**src/shared/pcs_regs.svh**
```systemverilog
// Purpose: Constants for the card socket interface: strobe positions, widths, reset values.
// Assumes: Included by bare name after the package.
// Notes:   Strobes are active low; all-ones means every strobe deasserted.
`ifndef PCS_REGS_SVH
`define PCS_REGS_SVH

`define PCS_ADDR_W     26
`define PCS_DATA_W     16
`define PCS_NSTROBE    7
`define PCS_STB_CE1    0
`define PCS_STB_CE2    1
`define PCS_STB_IOR    2
`define PCS_STB_IOW    3
`define PCS_STB_WE     4
`define PCS_STB_OE     5
`define PCS_STB_REG    6
`define PCS_STB_IDLE   7'h7f
`define PCS_NPWR       4
`define PCS_PWR_RST    4'h0
`define PCS_NIRQ       6
`define PCS_IRQ_RST    6'h3f

`endif

```
**src/shared/pcs_pkg.sv**
```systemverilog
// Purpose: Shared types for the card socket interface.
// Assumes: Nothing is imported; users write pcs_pkg::name.
// Notes:   Strobe vector order is given in pcs_regs.svh.
package pcs_pkg;
  typedef enum logic {PCS_SOCK0, PCS_SOCK1} pcs_sock_t;
  typedef logic [6:0] pcs_strobe_t;
endpackage

```
**src/hdl/pcs_socket.sv**
```systemverilog
// Purpose: Pin drivers for one card socket: address, data, strobes and card reset.
// Assumes: All inputs synchronous to ref_clk; every pin output comes from a flip-flop.
// Notes:   Output enables are high while this socket drives the pin.
`timescale 1ns/1ps
`include "pcs_regs.svh"
module pcs_socket #(
  parameter int AW = `PCS_ADDR_W,
  parameter int DW = `PCS_DATA_W
) (
  input  wire logic                ref_clk,            // 200 MHz clock
  input  wire logic                rst_b,              // Sync reset, active low
  input  wire logic                selected,           // Host has chosen this socket
  input  wire logic                sleep_mode,         // Chip is asleep
  input  wire logic                strobe_float,       // Float bit for this socket's strobes
  input  wire logic                sleep_strobe_float, // In sleep: 1 tristate strobes, 0 drive high while strobe_float is 0
  input  wire logic                sleep_pin_float,    // In sleep: 1 tristate addr/data, 0 drive low
  input  wire logic                sleep_reset_float,  // In sleep: 1 tristate reset, 0 drive low
  input  wire logic                card_reset,         // Reset bit of the card control register
  input  wire logic [AW-1:0]       host_addr,          // Host address
  input  wire logic [DW-1:0]       host_wdata,         // Host write data
  input  wire pcs_pkg::pcs_strobe_t host_strobes_b,    // Host strobes, active low
  input  wire logic                host_writing,       // Host is writing to a card
  output logic      [AW-1:0]       addr,               // Socket address
  output logic                     addr_oe,            // Address enable
  output logic      [DW-1:0]       data_out,           // Socket data out
  output logic                     data_oe,            // Data enable
  output pcs_pkg::pcs_strobe_t     strobes_b,          // Socket strobes, active low
  output logic                     strobes_oe,         // Strobe enable
  output logic                     card_reset_out,     // Card reset, active high
  output logic                     card_reset_oe       // Card reset enable
);
  logic [AW-1:0]        addr_ff;
  logic                 addr_oe_ff;
  logic [DW-1:0]        data_ff;
  logic                 data_oe_ff;
  pcs_pkg::pcs_strobe_t strobes_ff;
  logic                 strobes_oe_ff;
  logic                 reset_ff;
  logic                 reset_oe_ff;

  // Address and data buffers; sleep parks them low or floating
  always_ff @(posedge ref_clk) begin
    if (!rst_b) begin
      addr_ff    <= '0;
      addr_oe_ff <= 1'b1;
      data_ff    <= '0;
      data_oe_ff <= 1'b0;
    end else if (sleep_mode) begin
      addr_ff    <= '0;
      addr_oe_ff <= !sleep_pin_float;
      data_ff    <= '0;
      data_oe_ff <= !sleep_pin_float;
    end else begin
      addr_ff    <= host_addr;
      addr_oe_ff <= 1'b1;
      data_ff    <= host_wdata;
      data_oe_ff <= selected && host_writing;
    end
  end

  // Strobes only reach the selected socket; the other sees them idle
  always_ff @(posedge ref_clk) begin
    if (!rst_b) begin
      strobes_ff    <= `PCS_STB_IDLE;
      strobes_oe_ff <= 1'b1;
    end else begin
      strobes_ff    <= (!sleep_mode && selected) ? host_strobes_b : `PCS_STB_IDLE;
      strobes_oe_ff <= !strobe_float && !(sleep_mode && sleep_strobe_float);
    end
  end

  // Chip reset drives the card reset high too
  always_ff @(posedge ref_clk) begin
    if (!rst_b) begin
      reset_ff    <= 1'b1;
      reset_oe_ff <= 1'b1;
    end else begin
      reset_ff    <= !sleep_mode && card_reset;
      reset_oe_ff <= !(sleep_mode && sleep_reset_float);
    end
  end

  assign addr           = addr_ff;
  assign addr_oe        = addr_oe_ff;
  assign data_out       = data_ff;
  assign data_oe        = data_oe_ff;
  assign strobes_b      = strobes_ff;
  assign strobes_oe     = strobes_oe_ff;
  assign card_reset_out = reset_ff;
  assign card_reset_oe  = reset_oe_ff;
endmodule

```
**src/hdl/pcs_card_if.sv**
```systemverilog
// Purpose: Card socket interface between a host card bus and two sockets.
// Assumes: All inputs synchronous to ref_clk; outputs lag inputs by one clock.
// Notes:   Control bits arrive as plain ports; no register bus in this block.
`timescale 1ns/1ps
`include "pcs_regs.svh"
module pcs_card_if #(
  parameter int AW = `PCS_ADDR_W,
  parameter int DW = `PCS_DATA_W
) (
  input  wire logic                 ref_clk,                  // 200 MHz clock
  input  wire logic                 rst_b,                    // Sync reset, active low
  input  wire logic                 sleep_mode,               // Chip is asleep
  input  wire logic [1:0]           ctl_card_reset,           // Control: per-socket card reset
  input  wire logic [1:0]           ctl_float,                // Control: per-socket strobe float
  input  wire logic [1:0]           ctl_wait_en,              // Control: per-socket wait enable
  input  wire logic [1:0]           sleep_reset_float,        // Sleep state: 1 tristate reset
  input  wire logic                 sleep_strobe_float,       // Sleep state: 1 tristate strobes
  input  wire logic                 sleep_pin_float,          // Sleep state: 1 tristate addr/data
  input  wire logic                 pwr_gpio_wr,              // Write strobe for power pins
  input  wire logic [3:0]           pwr_gpio_wdata,           // Power pin write value
  output logic      [3:0]           pwr_gpio,                 // Power switch pins
  input  wire logic                 socket_select,            // 0 socket zero, 1 socket one
  input  wire logic [AW-1:0]        host_addr,                // Host address
  input  wire logic [DW-1:0]        host_data_in,             // Host write data
  output logic      [DW-1:0]        host_data_out,            // Host read data
  output logic                      host_data_oe,             // Host data enable
  input  wire logic [1:0]           host_card_enables_b,      // Card enables, active low
  input  wire logic                 host_io_read_b,           // I/O read, active low
  input  wire logic                 host_io_write_b,          // I/O write, active low
  input  wire logic                 host_output_enable_b,     // Output enable, active low
  input  wire logic                 host_write_enable_b,      // Write enable, active low
  input  wire logic                 attribute_space_select_b, // Attribute space, active low
  output logic                      host_wait_out_b,          // Wait to host, active low
  output logic                      host_io_width_out_b,      // 16-bit I/O to host, active low
  input  wire logic [DW-1:0]        socket0_data_in,          // Socket 0 data in
  input  wire logic [DW-1:0]        socket1_data_in,          // Socket 1 data in
  input  wire logic                 socket0_io_width_ack_b,   // Socket 0 width ack, active low
  input  wire logic                 socket1_io_width_ack_b,   // Socket 1 width ack, active low
  input  wire logic                 socket0_wait_in_b,        // Socket 0 wait, active low
  input  wire logic                 socket1_wait_in_b,        // Socket 1 wait, active low
  input  wire logic                 socket0_card_detect,      // Socket 0: 0 fully inserted
  input  wire logic                 socket1_card_detect,      // Socket 1: 0 fully inserted
  input  wire logic                 socket0_ready_irq,        // Socket 0 ready/irq pin
  input  wire logic                 socket1_ready_irq,        // Socket 1 ready/irq pin
  input  wire logic                 socket0_status_change,    // Socket 0 status change pin
  input  wire logic                 socket1_status_change,    // Socket 1 status change pin
  output logic      [5:0]           irq_sources,              // {stschg1,cd1,rdy1,stschg0,cd0,rdy0}
  output logic      [AW-1:0]        socket0_addr,             // Socket 0 address
  output logic                      socket0_addr_oe,          // Socket 0 address enable
  output logic      [DW-1:0]        socket0_data_out,         // Socket 0 data out
  output logic                      socket0_data_oe,          // Socket 0 data enable
  output pcs_pkg::pcs_strobe_t      socket0_strobes_b,        // Socket 0 strobes
  output logic                      socket0_strobes_oe,       // Socket 0 strobe enable
  output logic                      socket0_reset,            // Socket 0 card reset
  output logic                      socket0_reset_oe,         // Socket 0 reset enable
  output logic      [AW-1:0]        socket1_addr,             // Socket 1 address
  output logic                      socket1_addr_oe,          // Socket 1 address enable
  output logic      [DW-1:0]        socket1_data_out,         // Socket 1 data out
  output logic                      socket1_data_oe,          // Socket 1 data enable
  output pcs_pkg::pcs_strobe_t      socket1_strobes_b,        // Socket 1 strobes
  output logic                      socket1_strobes_oe,       // Socket 1 strobe enable
  output logic                      socket1_reset,            // Socket 1 card reset
  output logic                      socket1_reset_oe          // Socket 1 reset enable
);
  pcs_pkg::pcs_sock_t   sel;
  pcs_pkg::pcs_strobe_t host_strobes;
  logic                 any_ce;
  logic                 host_writing;
  logic                 host_reading;
  logic                 sel_inserted;
  logic                 sel_ack_b;
  logic                 sel_wait_b;
  logic                 sel_wait_en;
  logic [DW-1:0]        sel_data;
  logic [3:0]           pwr_ff;
  logic [5:0]           irq_ff;
  logic [DW-1:0]        rdata_ff;
  logic                 rdata_oe_ff;
  logic                 wait_ff;
  logic                 width_ff;

  assign sel          = socket_select ? pcs_pkg::PCS_SOCK1 : pcs_pkg::PCS_SOCK0;
  assign any_ce       = !(&host_card_enables_b);
  assign host_writing = any_ce && (!host_io_write_b || !host_write_enable_b);
  assign host_reading = any_ce && (!host_io_read_b || !host_output_enable_b);
  assign host_strobes = {attribute_space_select_b, host_output_enable_b, host_write_enable_b,
                         host_io_write_b, host_io_read_b, host_card_enables_b[1],
                         host_card_enables_b[0]};
  // Card pins are read as they stand, whatever the mode
  always_comb begin
    if (sel == pcs_pkg::PCS_SOCK1) begin
      sel_inserted = !socket1_card_detect;
      sel_ack_b    = socket1_io_width_ack_b;
      sel_wait_b   = socket1_wait_in_b;
      sel_wait_en  = ctl_wait_en[1];
      sel_data     = socket1_data_in;
    end else begin
      sel_inserted = !socket0_card_detect;
      sel_ack_b    = socket0_io_width_ack_b;
      sel_wait_b   = socket0_wait_in_b;
      sel_wait_en  = ctl_wait_en[0];
      sel_data     = socket0_data_in;
    end
  end

  // Return path toward the host; a missing card can never stall it
  always_ff @(posedge ref_clk) begin
    if (!rst_b) begin
      wait_ff  <= 1'b1;
      width_ff <= 1'b1;
    end else begin
      wait_ff  <= (any_ce && sel_inserted && sel_wait_en) ? sel_wait_b : 1'b1;
      width_ff <= sel_inserted ? sel_ack_b : 1'b1;
    end
  end

  always_ff @(posedge ref_clk) begin
    if (!rst_b) begin
      rdata_ff    <= '0;
      rdata_oe_ff <= 1'b0;
    end else begin
      rdata_ff    <= sel_data;
      rdata_oe_ff <= host_reading;
    end
  end

  // Power pins hold their value between writes
  always_ff @(posedge ref_clk) begin
    if (!rst_b) begin
      pwr_ff <= `PCS_PWR_RST;
    end else if (pwr_gpio_wr) begin
      pwr_ff <= pwr_gpio_wdata;
    end
  end

  // Raw levels only; edge and polarity handling lives in the interrupt controller
  always_ff @(posedge ref_clk) begin
    if (!rst_b) begin
      irq_ff <= `PCS_IRQ_RST;
    end else begin
      irq_ff <= {socket1_status_change, socket1_card_detect, socket1_ready_irq,
                 socket0_status_change, socket0_card_detect, socket0_ready_irq};
    end
  end

  pcs_socket #(.AW(AW), .DW(DW)) u_sock0 (
    .ref_clk            (ref_clk),
    .rst_b              (rst_b),
    .selected           (sel == pcs_pkg::PCS_SOCK0),
    .sleep_mode         (sleep_mode),
    .strobe_float       (ctl_float[0]),
    .sleep_strobe_float (sleep_strobe_float),
    .sleep_pin_float    (sleep_pin_float),
    .sleep_reset_float  (sleep_reset_float[0]),
    .card_reset         (ctl_card_reset[0]),
    .host_addr          (host_addr),
    .host_wdata         (host_data_in),
    .host_strobes_b     (host_strobes),
    .host_writing       (host_writing),
    .addr               (socket0_addr),
    .addr_oe            (socket0_addr_oe),
    .data_out           (socket0_data_out),
    .data_oe            (socket0_data_oe),
    .strobes_b          (socket0_strobes_b),
    .strobes_oe         (socket0_strobes_oe),
    .card_reset_out     (socket0_reset),
    .card_reset_oe      (socket0_reset_oe)
  );

  pcs_socket #(.AW(AW), .DW(DW)) u_sock1 (
    .ref_clk            (ref_clk),
    .rst_b              (rst_b),
    .selected           (sel == pcs_pkg::PCS_SOCK1),
    .sleep_mode         (sleep_mode),
    .strobe_float       (ctl_float[1]),
    .sleep_strobe_float (sleep_strobe_float),
    .sleep_pin_float    (sleep_pin_float),
    .sleep_reset_float  (sleep_reset_float[1]),
    .card_reset         (ctl_card_reset[1]),
    .host_addr          (host_addr),
    .host_wdata         (host_data_in),
    .host_strobes_b     (host_strobes),
    .host_writing       (host_writing),
    .addr               (socket1_addr),
    .addr_oe            (socket1_addr_oe),
    .data_out           (socket1_data_out),
    .data_oe            (socket1_data_oe),
    .strobes_b          (socket1_strobes_b),
    .strobes_oe         (socket1_strobes_oe),
    .card_reset_out     (socket1_reset),
    .card_reset_oe      (socket1_reset_oe)
  );

  assign pwr_gpio            = pwr_ff;
  assign irq_sources         = irq_ff;
  assign host_data_out       = rdata_ff;
  assign host_data_oe        = rdata_oe_ff;
  assign host_wait_out_b     = wait_ff;
  assign host_io_width_out_b = width_ff;

  // Follow, sleep reset/pins, float and irq antecedents carry rst_b so the reset values that stand just after release are never judged
  a_width_follow: assert property (@(posedge ref_clk) disable iff (!rst_b)
    rst_b && !socket_select && !socket0_card_detect |=> host_io_width_out_b == $past(socket0_io_width_ack_b))
    else $error("width output does not follow socket 0 ack");
  a_width_idle: assert property (@(posedge ref_clk) disable iff (!rst_b)
    socket_select && socket1_card_detect |=> host_io_width_out_b)
    else $error("width output not high without a card");
  a_wait_follow: assert property (@(posedge ref_clk) disable iff (!rst_b)
    rst_b && socket_select && any_ce && !socket1_card_detect && ctl_wait_en[1]
    |=> host_wait_out_b == $past(socket1_wait_in_b))
    else $error("wait output does not follow socket 1 wait");
  a_wait_blocked: assert property (@(posedge ref_clk) disable iff (!rst_b)
    !socket_select && !ctl_wait_en[0] |=> host_wait_out_b)
    else $error("wait output low with wait disabled");
  a_data_drive: assert property (@(posedge ref_clk) disable iff (!rst_b)
    host_data_oe |-> $past(any_ce) && (!$past(host_io_read_b) || !$past(host_output_enable_b)))
    else $error("host data driven without read strobe");
  a_reset_ctl: assert property (@(posedge ref_clk) disable iff (!rst_b)
    !sleep_mode && ctl_card_reset[1] |=> socket1_reset && socket1_reset_oe)
    else $error("socket 1 reset not asserted by control bit");
  a_sleep_reset: assert property (@(posedge ref_clk) disable iff (!rst_b)
    (rst_b && sleep_mode) [*2] |-> !socket0_reset && (socket0_reset_oe != $past(sleep_reset_float[0])))
    else $error("socket 0 reset wrong in sleep");
  a_sleep_pins: assert property (@(posedge ref_clk) disable iff (!rst_b)
    rst_b && sleep_mode |=> socket1_addr == '0 && socket1_data_oe == !$past(sleep_pin_float))
    else $error("socket 1 address or data wrong in sleep");
  a_float_strobes: assert property (@(posedge ref_clk) disable iff (!rst_b)
    rst_b && ctl_float[0] |=> !socket0_strobes_oe)
    else $error("socket 0 strobes driven while floating");
  a_sleep_strobes: assert property (@(posedge ref_clk) disable iff (!rst_b)
    sleep_mode && !sleep_strobe_float && !ctl_float[1] |=> socket1_strobes_oe && &socket1_strobes_b)
    else $error("socket 1 strobes not high in sleep");
  a_gpio_hold: assert property (@(posedge ref_clk) disable iff (!rst_b)
    !pwr_gpio_wr |=> $stable(pwr_gpio))
    else $error("power pins changed without a write");
  a_irq_detect: assert property (@(posedge ref_clk) disable iff (!rst_b)
    rst_b && !socket1_card_detect |=> !irq_sources[4])
    else $error("card detect source not 0 with card inserted");
endmodule

```
**config.mk**
```make
export PLATFORM = sky130hd
export DESIGN_NAME = pcs_card_if
export DESIGN_NICKNAME = d
export VERILOG_FILES = /design/src/shared/pcs_pkg.sv /design/src/hdl/pcs_socket.sv /design/src/hdl/pcs_card_if.sv
export VERILOG_INCLUDE_DIRS = /design/src /design/src/shared
export SDC_FILE = /design/constraint.sdc
export NUM_CORES = 1
export LEC_CHECK = 0
export BUFFER_PORTS_ARGS = -buffer_cell sky130_fd_sc_hd__buf_2
export CAP_MARGIN = 20
export CORE_ASPECT_RATIO = 0.6
export CORE_MARGIN = 5
export CORE_UTILIZATION = 35
export CTS_CLUSTER_SIZE = 8
export DETAILED_ROUTE_END_ITERATION = 12
export GPL_ROUTABILITY_DRIVEN = 0
export PLACE_DENSITY = 0.82
export SLEW_MARGIN = 0
export SYNTH_ARGS = -nofsm -noshare
export SYNTH_HDL_FRONTEND = slang
export SYNTH_SLANG_ARGS = --single-unit
export TNS_END_PERCENT = 10
```
**constraint.sdc**
```tcl
create_clock -name ref_clk -period 0.8 [get_ports ref_clk]
set_input_delay 0.04 -clock ref_clk [delete_from_list [all_inputs] [get_ports ref_clk]]
set_output_delay 0.04 -clock ref_clk [all_outputs]
set_load 0.005 [all_outputs]
```
==> results by stage <==
Finish:
- Leaving out fill and tap cells, the most frequent cell in the layout is sky130_fd_sc_hd__buf_2.
- The layout has 646 filler cells.
- Compared with the post-synthesis result, the final layout area differs by 79.0%.
- In the layout the commonest cells are sky130_fd_sc_hd__buf_2, sky130_fd_sc_hd__dlygate4sd3_1, sky130_fd_sc_hd__dfxtp_2, sky130_fd_sc_hd__and2_1, sky130_fd_sc_hd__dfxtp_1.
- Of the cells placed in the final design, the portion with a size suffix greater than 1 is 0.569.
- The count of cells in the finished layout, fillers not included, comes to 702.
- The antenna diode count is 0.
- In the final design database the tool counted slightly below 700 nets.
- The area of the multi-input gates is 855 um^2.
- Summing all flip-flop and latch instances after layout gives 0.00195 mm^2.

Timing:
- Of the available clock period, the critical path in the final layout requires 1.11.
- Counting I/O delays and the setup requirement, the final critical path takes 0.884 ns.
- Across all setup checks in the final design, the least slack found is -0.0843 ns.
- Headroom to the max-slew limit came out at 0.548.
- The hold slack is -0.0684 ns.
- The slew at the pin with the worst max-slew slack is 0.677 ns.
- Setup repair after global routing could not meet its margin everywhere.
- Based on the critical path, the design can be clocked at up to between 1 and 1.5 GHz.
- For the final database, setup skew stands at 0 ns.
- The number of slew-limit violations in the final report is 0.
- The count of endpoints failing hold in the final timing report is 7.
- The total of endpoints with negative setup slack in the final report is 53.

GRT:
- For this run, the total global-route usage over all layers was measured as 0.193.
- Entering global routing, the biggest net connects 43 pins.
- After global routing the overflow that remains totals 0.
- The via count of the first global-routing pass is 3350.
- The initial antenna violation count is 0.
- The first global-routing pass estimated 16900 um of wire.

Synth:
- In the post-synthesis netlist, the biggest area contributors are sky130_fd_sc_hd__dfxtp_1, sky130_fd_sc_hd__buf_4, sky130_fd_sc_hd__and2_1.
- The area fraction in compound gates after synthesis is 0.0205.
- The simple-gate portion of the synthesized area is 0.182.
- The largest family of logic cells by synthesized area is simple AND/OR/NAND/NOR gates.
- The XOR/XNOR share of the synthesized area is 0.
- For this run, the register share of the synthesized area comes to 0.592.
- The mean post-synth cell area is 11.4 um^2.
- The share of synthesized area in the top cell type comes to 0.592.
- The cell area after synthesis is about 0.0032 mm^2.
- Of all cell types, the one taking the most synthesized area is sky130_fd_sc_hd__dfxtp_1.
- When the netlist entered floorplanning its net count stood at slightly below 400.
- The post-synthesis share of cell area spent on full adders, half adders and majority gates is 0.
- The cell count after synthesis is 278.
- The multiplexer area fraction after synthesis is 0.0629.
- The number of warnings reported in the yosys synthesis log is 0.
- The number of distinct standard cells referenced by the synthesized netlist is 31.
- The post-synthesis sequential element count is 94.

Floorplanning:
- The total I/O pin count is around 250.
- From bottom edge to top edge, the die measures 83.8 um.
- The initial utilization of the core area, before any placement, comes to 0.366.
- The die covers ~0.011 mm^2.
- The number of core rows is 26.
- The width of the die is 133 um.
- After floorplanning, the core was sized to cover 0.00869 mm^2.

Status:
- The flow ran to the end, but the final reports show violations.
- The checks that failed: negative hold slack, negative setup slack.

Setup path:
- The data required time of the worst path is 1.00 ns.
- Walking the worst path, the cells encountered are buf_2 -> dlygate4sd3_1 -> or3_1.
- The worst endpoint data arrival time is 1.09 ns.
- Along the worst path, the maximum fanout reaches 3.
- The largest single stage delay on the critical path is roughly 0.59 ns.
- The library cell contributing the largest single delay on the critical path is sky130_fd_sc_hd__dlygate4sd3_1.
- The worst setup path is of the primary input to register kind.
- The category of cells accounting for the largest share of critical-path delay is buffers and inverters.
- Tracing the worst setup path back leads to its startpoint at host_io_read_b.
- The endpoint type of the worst setup path is a register.
- The number of buffers and inverters on the critical path is 2.
- The startpoint kind of the worst setup timing path is a primary input.
- The start of the worst register-to-register path is pwr_gpio[3].

Placement:
- The number of I/O port buffers is 246.
- The cell count after placement is between 500 and 600.
- Timing analysis after detailed placement gives a worst setup slack of -0.263 ns.
- After legalization and detailed placement, the total HPWL measured 7080 um.

Clock network:
- The number of CTS-inserted buffers is 9.
- The maximum buffer depth of the clock tree is 2.
- The library cell used as clock root buffer is sky130_fd_sc_hd__clkbuf_16.
- The clock sink count is 94.
- The post-CTS setup buffer count is 0.
- The TritonCTS clock tree is yes.
- Clock-pin slew was measured on the worst setup and hold paths at about 0.06 ns.
- The clock latency on the worst-skew pair is 0.33 ns.
- The maximum level of the CTS H-tree is 3.

Drt:
- The detail route stage leaves a number of antenna-violating nets equal to 0.
- The wire length after detailed routing is 11400 um.
- The detail-routed net length per standard cell is 16.2 um.
- The final route contains 3100 vias.
- The average vias per placed instance is 4.42.
- The number of optimization iterations in the first detailed-route pass is 4.
- The DRC violations left is 0.
- For this block, the initial DRC count from the detailed router was 101.

Job:
- The tool flagged a number of max-cap violations equal to 0.

Hold path:
- The startpoint identified for the worst hold timing path is host_output_enable_b.
- The path type of the worst min-delay path is primary input to register.

Power:
- In this run the static leakage power is roughly 2.9 nW.
- The power density normalized to cell area is ~1900 mW/mm^2.
- The worst ir drop on vdd is 1.01 mV.
-- cells by family (layout without fill, tap and decap cells) --
kind of cell,after synthesis,count (layout)
multiplexers,20,20
AND/OR/NAND/NOR,95,95
AO/OA/AOI/OAI,10,10
flip-flops,94,94
buffers and inverters,59,371
-- timing repair --
action                                 4_1_cts  5_1_grt
gates resized for setup                     40       38
hold buffers                                96        3
setup endpoints to repair                   99      144
pin swaps                                    0        0
endpoints found under the hold margin       93       12
-- cells in the mapped netlist --
library cell,count
sky130_fd_sc_hd__dfxtp_1,94
sky130_fd_sc_hd__buf_4,44
sky130_fd_sc_hd__and2_1,43
sky130_fd_sc_hd__mux2i_1,20
sky130_fd_sc_hd__nor2_1,20
sky130_fd_sc_hd__buf_6,7
sky130_fd_sc_hd__or2_1,7
sky130_fd_sc_hd__or3_1,7
sky130_fd_sc_hd__nand2b_1,4
sky130_fd_sc_hd__o21ai_0,4
sky130_fd_sc_hd__buf_2,3
sky130_fd_sc_hd__nand3_1,3
sky130_fd_sc_hd__inv_1,2
sky130_fd_sc_hd__nand2_1,2
sky130_fd_sc_hd__or2b_1,2
sky130_fd_sc_hd__a221oi_1,1
sky130_fd_sc_hd__a22o_1,1
sky130_fd_sc_hd__buf_1,1
sky130_fd_sc_hd__buf_8,1
sky130_fd_sc_hd__inv_2,1
sky130_fd_sc_hd__nand2b_4,1
sky130_fd_sc_hd__nand3b_4,1
sky130_fd_sc_hd__nor2b_4,1
sky130_fd_sc_hd__nor3_1,1
sky130_fd_sc_hd__nor3b_1,1
sky130_fd_sc_hd__nor4b_2,1
sky130_fd_sc_hd__nor4bb_1,1
sky130_fd_sc_hd__o211ai_1,1
sky130_fd_sc_hd__o21ai_1,1
sky130_fd_sc_hd__o22ai_1,1
sky130_fd_sc_hd__o32ai_1,1
-- registers in the layout, summed over array words and instances, names as in the netlist, 4 cells and up --
| name | flops |
|---|---|
| u_sock0.strobes_b | 7 |
| host_data_out | 16 |
| u_sock0.addr | 26 |
| u_sock1.strobes_b | 7 |
| irq_sources | 6 |
| u_sock0.data_out | 16 |
| pwr_gpio | 4 |
-- metal layers --
layer	up-vias	global-route usage	part of all wire
li1	1453	-	-
met1	1449	0.189	0.34
met2	168	0.371	0.55
met3	30	0.0614	0.076
met4	0	0.0830	0.028
met5	-	0	0
-- metrics by stage --
step | util | total power [W] | setup TNS, ns | area, um^2
after floorplan | - | 0.00557 | 0 | 3180
after global routing | 0.655 | 0.0112 | -4.38 | 5690
final | 0.655 | 0.0108 | -0.569 | 5690
after CTS | 0.640 | 0.0108 | -1.68 | 5560
after detailed placement | 0.487 | 0.00611 | -12.72 | 4230
after global placement | 0.487 | 0.00607 | -9.51 | 4230
-- power by group --
part / internal (W) / switching, W / leakage [nW]
logic: 0.000934 / 0.000552 / 1.94
registers: 0.00492 / 0.0000886 / 0.791
clock network: 0.00260 / 0.00167 / 0.149
-- layout make-up --
class                           instances  area share
Timing Repair Buffer                  352       0.425
Clock inverter                          4     0.00967
Clock buffer                           12      0.0451
Sequential cell                        94       0.343
Multi-Input combinational cell        125       0.150
Tap cell                              112      0.0246
Inverter                                3     0.00198
-- path summary, 6_finish.rpt --
check | to | slack, ns | cells past startpoint
max reg2reg | pwr_gpio[3] | 0.13 | 2
max | u_sock0.strobes_b[2] | -0.08 | 3
min | u_sock1.strobes_b[5] | -0.07 | 2
min reg2reg | pwr_gpio[0] | 0.49 | 2
No activity file was read; power rests on OpenSTA's default activity.
